--- config.mk ---
export PLATFORM = sky130hd
export DESIGN_NAME = quad_dac_serial_write_control
export DESIGN_NICKNAME = d
export VERILOG_FILES = /design/src/hw/quad_dac_pkg.sv /design/src/hw/frame_shifter.sv /design/src/hw/quad_dac_serial_write_control.sv
export VERILOG_INCLUDE_DIRS = /design/src /design/src/hw
export SDC_FILE = /design/constraint.sdc
export NUM_CORES = 1
export LEC_CHECK = 0
export BUFFER_PORTS_ARGS = -buffer_cell sky130_fd_sc_hd__clkbuf_2
export CAP_MARGIN = 20
export CORE_MARGIN = 3
export CORE_UTILIZATION = 40
export DETAILED_ROUTE_END_ITERATION = 6
export PLACE_DENSITY = 0.73
export SLEW_MARGIN = 10
export SYNTH_ARGS = -nofsm -noshare
export SYNTH_HDL_FRONTEND = slang
export SYNTH_SLANG_ARGS = --single-unit
--- constraint.sdc ---
create_clock -name ref_clk -period 1.84 [get_ports ref_clk]
set_input_delay 0 -clock ref_clk [delete_from_list [all_inputs] [get_ports ref_clk]]
set_output_delay 0 -clock ref_clk [all_outputs]
set_load 0.1 [all_outputs]
--- src/hw/quad_dac_regs.svh ---
// Register offsets, field positions and reset values of the converter control.
// Assumes a Wishbone slave with byte addresses on an 8-bit address bus.
`ifndef QUAD_DAC_REGS_SVH
`define QUAD_DAC_REGS_SVH

`define CTRL_OFFSET              8'h00
`define STATUS_OFFSET            8'h04
`define LAST_WORD_OFFSET         8'h08
`define FRAME_COUNT_OFFSET       8'h0c
`define CHANNEL_REG_PAGE         4'h1
`define CHANNEL_OUT_PAGE         4'h2

`define CTRL_LINK_ENABLE_BIT     0
`define CTRL_RESET               1'b1

`define STATUS_POWERED_DOWN_BIT  0
`define STATUS_TERM_LOW_BIT      1
`define STATUS_TERM_HIGH_BIT     2
`define STATUS_ABORT_BIT         3
`define STATUS_FRAME_BIT         4

`define CHANNEL_SELECT_HIGH      15
`define CHANNEL_SELECT_LOW       14
`define OPERATION_FIELD_HIGH     13
`define OPERATION_FIELD_LOW      12
`define CODE_HIGH                11
`define CODE_LOW                 2

`define FRAME_BITS               16
`define LAST_BIT_COUNT           4'hf
`define CODE_RESET               10'h000

`endif

--- src/hw/quad_dac_pkg.sv ---
// Types shared by the serial frame shifter and the converter control.
// Assumes nothing of its surroundings.
package quad_dac_pkg;

	typedef enum logic [1:0]
	{
		LINK_IDLE  = 2'b00,
		LINK_SHIFT = 2'b01,
		LINK_DONE  = 2'b10
	} link_state_t;

	typedef enum logic [1:0]
	{
		OP_LOAD        = 2'b00,
		OP_LOAD_UPDATE = 2'b01,
		OP_LOAD_ALL    = 2'b10,
		OP_POWER_DOWN  = 2'b11
	} op_mode_t;

	typedef enum logic [1:0]
	{
		TERM_HIGH_Z     = 2'b00,
		TERM_2K5        = 2'b01,
		TERM_100K       = 2'b10,
		TERM_HIGH_Z_ALT = 2'b11
	} term_t;

	typedef logic [9:0] code_t;

endpackage

--- src/hw/frame_shifter.sv ---
// Serial frame receiver: synchronises the three link pins to ref_clk,
// finds shift clock falling edges and assembles one 16-bit word per frame.
// Assumes the link clock is slow enough to be seen low and high by ref_clk.
`timescale 1ns/1ps
`include "quad_dac_regs.svh"

module frame_shifter (
	input  logic                     ref_clk,
	input  logic                     arst_n,
	input  logic                     link_enable,
	input  logic                     frame_select_n,
	input  logic                     serial_data,
	input  logic                     shift_clock,
	output logic [15:0]              word,
	output logic                     word_valid,
	output logic                     frame_abort
);

	logic [2:0]                      meta;
	logic [2:0]                      sync;
	logic                            fs_prev;
	logic                            sclk_prev;
	logic                            fs_s;
	logic                            data_s;
	logic                            sclk_fall;
	quad_dac_pkg::link_state_t       state;
	quad_dac_pkg::link_state_t       next_state;
	logic [3:0]                      count;
	logic [3:0]                      next_count;
	logic [15:0]                     next_word;
	logic                            next_valid;
	logic                            next_abort;

	// Pins pass two flip-flops; edges are found on the second stage only.
	always_ff @(posedge ref_clk or negedge arst_n)
	begin
		if (!arst_n)
		begin
			meta      <= 3'h4;
			sync      <= 3'h4;
			fs_prev   <= 1'b1;
			sclk_prev <= 1'b0;
		end
		else
		begin
			meta      <= {frame_select_n, serial_data, shift_clock};
			sync      <= meta;
			fs_prev   <= sync[2];
			sclk_prev <= sync[0];
		end
	end

	assign fs_s      = sync[2];
	assign data_s    = sync[1];
	assign sclk_fall = sclk_prev & ~sync[0];

	always_comb
	begin
		next_state = state;
		next_count = count;
		next_word  = word;
		next_valid = 1'b0;
		next_abort = 1'b0;
		case (state)
			quad_dac_pkg::LINK_IDLE:
			begin
				// A frame opens only on a falling edge of frame select.
				if (link_enable && fs_prev && !fs_s)
				begin
					next_state = quad_dac_pkg::LINK_SHIFT;
					next_count = 4'h0;
				end
			end
			quad_dac_pkg::LINK_SHIFT:
			begin
				if (fs_s || !link_enable)
				begin
					next_state = quad_dac_pkg::LINK_IDLE;
					next_abort = 1'b1;
				end
				else if (sclk_fall)
				begin
					next_word  = {word[14:0], data_s};
					next_count = count + 4'h1;
					if (count == `LAST_BIT_COUNT)
					begin
						next_state = quad_dac_pkg::LINK_DONE;
						next_valid = 1'b1;
					end
				end
			end
			quad_dac_pkg::LINK_DONE:
			begin
				// Further clocks are ignored until frame select rises.
				if (fs_s)
				begin
					next_state = quad_dac_pkg::LINK_IDLE;
				end
			end
			default:
			begin
				next_state = quad_dac_pkg::LINK_IDLE;
			end
		endcase
	end

	always_ff @(posedge ref_clk or negedge arst_n)
	begin
		if (!arst_n)
		begin
			state       <= quad_dac_pkg::LINK_IDLE;
			count       <= 4'h0;
			word        <= 16'h0000;
			word_valid  <= 1'b0;
			frame_abort <= 1'b0;
		end
		else
		begin
			state       <= next_state;
			count       <= next_count;
			word        <= next_word;
			word_valid  <= next_valid;
			frame_abort <= next_abort;
		end
	end

	shift_in_a: assert property (@(posedge ref_clk) disable iff (!arst_n)
		state == quad_dac_pkg::LINK_SHIFT && link_enable && !fs_s && sclk_fall
		|=> word == {$past(word[14:0]), $past(data_s)})
		else $error("serial bit not shifted in");

	abort_frame_a: assert property (@(posedge ref_clk) disable iff (!arst_n)
		state == quad_dac_pkg::LINK_SHIFT && fs_s
		|=> frame_abort && !word_valid && state == quad_dac_pkg::LINK_IDLE)
		else $error("early frame select rise not aborted");

	done_ignore_a: assert property (@(posedge ref_clk) disable iff (!arst_n)
		state == quad_dac_pkg::LINK_DONE && !fs_s
		|=> state == quad_dac_pkg::LINK_DONE && !word_valid && $stable(word))
		else $error("clock after last bit not ignored");

endmodule

--- src/hw/quad_dac_serial_write_control.sv ---
// Control logic of a quad 10-bit converter with a three-wire write link.
// Assumes a classic Wishbone master on ref_clk and link pins from outside.
`timescale 1ns/1ps
`include "quad_dac_regs.svh"

module quad_dac_serial_write_control (
	input  logic                     ref_clk,
	input  logic                     arst_n,
	input  logic                     wb_cyc,
	input  logic                     wb_stb,
	input  logic                     wb_we,
	input  logic [7:0]               wb_adr,
	input  logic [3:0]               wb_sel,
	input  logic [31:0]              wb_dat_w,
	output logic [31:0]              wb_dat_r,
	output logic                     wb_ack,
	input  logic                     frame_select_n,
	input  logic                     serial_data,
	input  logic                     shift_clock,
	output quad_dac_pkg::code_t [3:0] channel_outputs,
	output logic                     powered_down,
	output quad_dac_pkg::term_t      termination
);

	// Channels loaded by a frame of the given operation and address.
	function automatic logic [3:0] load_mask(
		input quad_dac_pkg::op_mode_t op,
		input logic [1:0]             ch
	);
		case (op)
			quad_dac_pkg::OP_LOAD:        load_mask = 4'h1 << ch;
			quad_dac_pkg::OP_LOAD_UPDATE: load_mask = 4'h1 << ch;
			quad_dac_pkg::OP_LOAD_ALL:    load_mask = 4'hf;
			default:                      load_mask = 4'h0;
		endcase
	endfunction

	// True when the frame moves the registers onto all four outputs.
	function automatic logic updates_outputs(
		input quad_dac_pkg::op_mode_t op
	);
		updates_outputs = (op == quad_dac_pkg::OP_LOAD_UPDATE) ||
			(op == quad_dac_pkg::OP_LOAD_ALL);
	endfunction

	logic [15:0]                     word;
	logic                            word_valid;
	logic                            frame_abort;
	logic                            link_enable;
	logic                            next_link_enable;
	quad_dac_pkg::op_mode_t          op;
	logic [1:0]                      ch;
	quad_dac_pkg::code_t             code;
	logic [3:0]                      mask;
	quad_dac_pkg::code_t [3:0]       channel_reg;
	quad_dac_pkg::code_t [3:0]       next_channel_reg;
	quad_dac_pkg::code_t [3:0]       next_outputs;
	logic                            next_powered_down;
	quad_dac_pkg::term_t             next_termination;
	logic [15:0]                     last_word;
	logic [15:0]                     next_last_word;
	logic [15:0]                     frame_count;
	logic [15:0]                     next_frame_count;
	logic                            abort_seen;
	logic                            next_abort_seen;
	logic                            frame_seen;
	logic                            next_frame_seen;
	logic                            bus_hit;
	logic                            bus_write;
	logic                            next_ack;
	logic [31:0]                     next_dat_r;
	logic [7:0]                      word_adr;

	frame_shifter link (
		.ref_clk        (ref_clk),
		.arst_n         (arst_n),
		.link_enable    (link_enable),
		.frame_select_n (frame_select_n),
		.serial_data    (serial_data),
		.shift_clock    (shift_clock),
		.word           (word),
		.word_valid     (word_valid),
		.frame_abort    (frame_abort)
	);

	assign ch   = word[`CHANNEL_SELECT_HIGH:`CHANNEL_SELECT_LOW];
	assign op   = quad_dac_pkg::op_mode_t'(
		word[`OPERATION_FIELD_HIGH:`OPERATION_FIELD_LOW]);
	assign code = word[`CODE_HIGH:`CODE_LOW];
	assign mask = load_mask(op, ch);

	// Only a completed frame loads a channel register.
	for (genvar i = 0; i < 4; i++)
	begin : g_load
		assign next_channel_reg[i] = (word_valid && mask[i]) ? code :
			channel_reg[i];
	end

	always_comb
	begin
		next_outputs      = channel_outputs;
		next_powered_down = powered_down;
		next_termination  = termination;
		next_last_word    = last_word;
		next_frame_count  = frame_count;
		if (word_valid)
		begin
			next_last_word   = word;
			next_frame_count = frame_count + 16'h0001;
			if (op == quad_dac_pkg::OP_POWER_DOWN)
			begin
				next_powered_down = 1'b1;
				next_termination  = quad_dac_pkg::term_t'(ch);
			end
			else
			begin
				next_powered_down = 1'b0;
				if (updates_outputs(op))
				begin
					next_outputs = next_channel_reg;
				end
			end
		end
	end

	always_ff @(posedge ref_clk or negedge arst_n)
	begin
		if (!arst_n)
		begin
			for (int i = 0; i < 4; i++)
			begin
				channel_reg[i]     <= `CODE_RESET;
				channel_outputs[i] <= `CODE_RESET;
			end
			powered_down <= 1'b0;
			termination  <= quad_dac_pkg::TERM_HIGH_Z;
			last_word    <= 16'h0000;
			frame_count  <= 16'h0000;
		end
		else
		begin
			channel_reg     <= next_channel_reg;
			channel_outputs <= next_outputs;
			powered_down    <= next_powered_down;
			termination     <= next_termination;
			last_word       <= next_last_word;
			frame_count     <= next_frame_count;
		end
	end

	// Wishbone slave: ack one cycle after the strobe, writes act at ack.
	assign bus_hit   = wb_cyc & wb_stb;
	assign bus_write = bus_hit & wb_we & wb_ack;
	assign word_adr  = {wb_adr[7:2], 2'b00};

	always_comb
	begin
		next_ack         = bus_hit & ~wb_ack;
		next_dat_r       = wb_dat_r;
		next_link_enable = link_enable;
		// A new event wins over a clear in the same cycle.
		next_abort_seen  = frame_abort | abort_seen;
		next_frame_seen  = word_valid | frame_seen;
		if (bus_write && wb_sel[0])
		begin
			if (word_adr == `CTRL_OFFSET)
			begin
				next_link_enable = wb_dat_w[`CTRL_LINK_ENABLE_BIT];
			end
			if (word_adr == `STATUS_OFFSET)
			begin
				next_abort_seen = frame_abort |
					(abort_seen & ~wb_dat_w[`STATUS_ABORT_BIT]);
				next_frame_seen = word_valid |
					(frame_seen & ~wb_dat_w[`STATUS_FRAME_BIT]);
			end
		end
		if (bus_hit && !wb_ack)
		begin
			next_dat_r = 32'h0000_0000;
			case (wb_adr[7:4])
				4'h0:
				begin
					case (word_adr)
						`CTRL_OFFSET:
							next_dat_r[`CTRL_LINK_ENABLE_BIT] = link_enable;
						`STATUS_OFFSET:
						begin
							next_dat_r[`STATUS_POWERED_DOWN_BIT] = powered_down;
							next_dat_r[`STATUS_TERM_HIGH_BIT:
								`STATUS_TERM_LOW_BIT] = termination;
							next_dat_r[`STATUS_ABORT_BIT] = abort_seen;
							next_dat_r[`STATUS_FRAME_BIT] = frame_seen;
						end
						`LAST_WORD_OFFSET:
							next_dat_r[15:0] = last_word;
						`FRAME_COUNT_OFFSET:
							next_dat_r[15:0] = frame_count;
						default:
							next_dat_r = 32'h0000_0000;
					endcase
				end
				`CHANNEL_REG_PAGE:
					next_dat_r[9:0] = channel_reg[wb_adr[3:2]];
				`CHANNEL_OUT_PAGE:
					next_dat_r[9:0] = channel_outputs[wb_adr[3:2]];
				default:
					next_dat_r = 32'h0000_0000;
			endcase
		end
	end

	always_ff @(posedge ref_clk or negedge arst_n)
	begin
		if (!arst_n)
		begin
			wb_ack      <= 1'b0;
			wb_dat_r    <= 32'h0000_0000;
			link_enable <= `CTRL_RESET;
			abort_seen  <= 1'b0;
			frame_seen  <= 1'b0;
		end
		else
		begin
			wb_ack      <= next_ack;
			wb_dat_r    <= next_dat_r;
			link_enable <= next_link_enable;
			abort_seen  <= next_abort_seen;
			frame_seen  <= next_frame_seen;
		end
	end

	pd_enter_a: assert property (@(posedge ref_clk) disable iff (!arst_n)
		word_valid && op == quad_dac_pkg::OP_POWER_DOWN
		|=> powered_down && termination == $past(ch))
		else $error("power down or termination not taken");

	pd_exit_a: assert property (@(posedge ref_clk) disable iff (!arst_n)
		word_valid && op != quad_dac_pkg::OP_POWER_DOWN |=> !powered_down)
		else $error("normal frame did not leave power down");

	pd_keep_a: assert property (@(posedge ref_clk) disable iff (!arst_n)
		word_valid && op == quad_dac_pkg::OP_POWER_DOWN
		|=> $stable(channel_reg) && $stable(channel_outputs))
		else $error("power down altered a channel register");

	load_only_a: assert property (@(posedge ref_clk) disable iff (!arst_n)
		word_valid && op == quad_dac_pkg::OP_LOAD
		|=> $stable(channel_outputs) && channel_reg[$past(ch)] == $past(code))
		else $error("load without update misbehaved");

	load_all_a: assert property (@(posedge ref_clk) disable iff (!arst_n)
		word_valid && op == quad_dac_pkg::OP_LOAD_ALL
		|=> channel_outputs[0] == $past(code) &&
			channel_outputs[3] == $past(code) && channel_reg[2] == $past(code))
		else $error("load all and update misbehaved");

	code_field_a: assert property (@(posedge ref_clk) disable iff (!arst_n)
		word_valid && op == quad_dac_pkg::OP_LOAD_UPDATE
		|=> channel_outputs[$past(ch)] == $past(word[11:2]))
		else $error("code not taken from top ten data bits");

	no_frame_a: assert property (@(posedge ref_clk) disable iff (!arst_n)
		!word_valid |=> $stable(channel_reg) && $stable(channel_outputs) &&
			$stable(powered_down))
		else $error("state changed without a complete frame");

	bus_ack_a: assert property (@(posedge ref_clk) disable iff (!arst_n)
		bus_hit && !wb_ack |=> wb_ack ##1 !wb_ack)
		else $error("wishbone ack not one cycle after strobe");

	cover_update_c: cover property (@(posedge ref_clk) disable iff (!arst_n)
		word_valid && op == quad_dac_pkg::OP_LOAD_UPDATE);

	cover_wake_c: cover property (@(posedge ref_clk) disable iff (!arst_n)
		powered_down && word_valid && op != quad_dac_pkg::OP_POWER_DOWN);

	cover_abort_c: cover property (@(posedge ref_clk) disable iff (!arst_n)
		frame_abort);

endmodule
==> results.py <==
metrics = {
    "run_status": {
        "outcome": "complete, no violations",
    },
    "critical_path": {
        "cp_data_arrival_time_ns": 2.10,
        "critPathLaunchType": "register",
        "cp_data_required_time_ns": 2.15,
        "crit_chain": "and2b_1, buf_4, o21ai_4, buf_12, mux2_4, mux2_4",
        "cpMostUsedCell": "mux2_4",
        "path_class": "reg -> reg",
        "r2r_cells": 6,
        "path_max_fanout": 10,
        "critPathMaxStageDelay_ns": 0.37,
        "worst_path_max_delay_cell": "dfrtp_1",
        "worst_setup_path_end_kind": "register",
    },
    "floorplan": {
        "core.rowCount": 49,
        "die_y_um": 144,
        "io_pins": 128,
        "core-area_mm2": 0.0183,
        "start_util": 0.416,
        "dieArea_mm2": 0.0208,
        "fp.dieW_um": 144,
    },
    "sta": {
        "setup_tns_ns": 0,
        "skew_ns": 0.00840,
        "rsz0062_at_grt": "false",
        "fin_crit_ns": 1.79,
        "worst_pin_slew_ns": 0.572,
        "hold_violations": 0,
        "setup_viol_count_final": 0,
        "period_share": 0.975,
        "worst_slack_ns": 0.0469,
        "holdWs_ns": 0.0854,
        "slew_headroom": 0.620,
        "slew_viol_final": 0,
        "max_freq_mhz": 558,
    },
    "min_path": {
        "worstHoldPathType": "in -> async",
    },
    "global_route": {
        "grt_max_degree": 54,
        "antenna_found_initial": 0,
        "grt_pass1_vias": 4887,
        "grt_overflow": 0,
        "gr-usage-all-layers": 0.168,
        "grt_pass1_wl_mm": 26.9,
    },
    "layout": {
        "fill_cells": 1507,
        "drive_gt1_frac": 0.437,
        "nets": 669,
        "layout_commonest_cell": "dfrtp_1",
        "antenna-diode-count": 0,
        "final_cell_mix": "dfrtp_1, mux2_4, clkbuf_2",
        "post-route-util": 0.498,
        "synthToLayoutAreaGrowth_pct": 19.7,
        "final_cell_count_no_fill": 856,
        "fin_area_mm2": 0.00914,
    },
    "placement": {
        "port_buffers": 77,
        "gp_congestion": 0.801,
        "place_area_mm2": 0.00844,
        "hpwl_mm": 11.3,
        "dp_cells": 816,
        "pre_cts_slack_ns": 0.0360,
    },
    "yosys": {
        "synth-edff-count": 0,
        "async_reset_ff_frac": 1.00,
        "yosysWarnings": 0,
        "ys_ff_latch": 167,
        "synth_area_per_cell_um2": 15.1,
        "synth_cell_types": 44,
        "synthCells": 506,
        "synthFlopType": "dfrtp_1",
        "synth_area_mm2": 0.00763,
        "ys_seq_area_frac": 0.548,
    },
    "cts": {
        "cts_tree": "built",
        "clockBufferDepth": 2,
        "cts_buffers": 17,
        "clock_latency_ns": 0.43,
        "htreeDepth": 4,
        "path_clk_slew_ns": 0.06,
        "cts.sinks": 167,
        "cts_root_buf": "clkbuf_16",
    },
    "power": {
        "power.density_mw_per_mm2": 907,
        "total_power_mw": 8.29,
        "leakagePower_nw": 4.53,
        "peakVddDrop_v": 0.000663,
    },
    "drt": {
        "dr.pass1.iters": 4,
        "vias": 4575,
        "drtIter0Drc": 281,
        "viasPerCell": 5.34,
        "drc_errors": 0,
        "wl_mm": 16.5,
        "ant_nets": 0,
        "wire_per_inst_um": 19.2,
    },
    "job": {
        "maxCapViolCount": 0,
    },
}
-- timing repair --
item | CTS | global route
setup endpoints to repair | 0 | 10
hold buffers | 7 | 0
hold endpoints to repair | 122 | 0
setup buffers | 0 | 1
resized for setup | 0 | 1
-- power breakdown --
group | internal [mW] | total, mW | switching, mW
Combinational | 0.133 | 0.875 | 0.742
Clock | 2.28 | 3.64 | 1.36
Sequential | 3.74 | 3.78 | 0.0359
Total | 6.15 | 8.29 | 2.14
-- layout make-up --
cell class,count,area [µm²],share of cell area
multi-input cells,311,3260,0.357
repair buffers,112,785,0.0859
clock inverters,4,95.1,0.0104
inverters,5,18.8,0.00205
flip-flops and latches,167,4180,0.458
well taps,229,287,0.0314
clock buffers,28,507,0.0555
-- synth_stat cells, types with 3 or more instances --
library cell / number / area share
nor2_1: 26 / 0.013
a31oi_1: 10 / 0.0082
mux2_2: 24 / 0.035
a22oi_1: 21 / 0.021
a22o_1: 4 / 0.0046
mux4_2: 21 / 0.062
xor2_1: 7 / 0.0080
mux2_4: 80 / 0.16
inv_1: 4 / 0.0020
dfrtp_1: 163 / 0.53
nand3_1: 10 / 0.0066
ha_1: 3 / 0.0049
xnor2_1: 10 / 0.011
and3_1: 4 / 0.0033
o21ai_4: 4 / 0.0085
buf_2: 14 / 0.0092
dfstp_2: 4 / 0.014
nand2_1: 16 / 0.0079
nand4_1: 5 / 0.0041
clkbuf_1: 6 / 0.0030
buf_4: 17 / 0.017
a21oi_1: 6 / 0.0039
a21o_1: 3 / 0.0030
mux2_1: 16 / 0.024
nor2b_1: 4 / 0.0033
-- cells by family (layout without fill, tap and decap cells) --
kind of cell	Yosys count	after routing	synth area share
AOI/OAI and AO/OA	51	51	0.0513
xor gates and xnor gates	17	17	0.0195
adders and majority gates	3	3	0.00492
buffers and inverters	43	149	0.0328
DFF	167	167	0.548
muxes	141	141	0.278
other	1	16	0.000492
and+or+nand+nor	83	83	0.0640
-- metal layers --
metal,wire length (µm),track usage,vias up
met5,0,0,-
met4,235,0.0520,0
met3,810,0.0357,16
met2,8010,0.278,118
met1,7410,0.223,2402
li1,-,-,2039
-- critical path: cells and delay by family, from the launching register on --
family                 cells  cell delay (ns)
AND/OR/NAND/NOR            1             0.19
multiplexers               2             0.58
flip-flops                 1             0.37
AO/OA/AOI/OAI              1             0.16
buffers and inverters      2             0.35
-- final timing paths --
| kind | startpoint | endpoint | slack, ns |
|---|---|---|---|
| worst max-delay path | link.word[13] | channel_outputs[30] | 0.05 |
| worst min-delay path | arst_n | channel_outputs[36] | 0.09 |
| worst max register to register | link.word[13] | channel_outputs[30] | 0.05 |
| worst min register to register | link.meta[0] | link.sync[0] | 0.35 |
| max in group asynchronous | arst_n | wb_dat_r[15] | 1.05 |
| min in group ref_clk | wb_stb | wb_ack | 0.09 |
No activity file was read; power rests on OpenSTA's default activity.
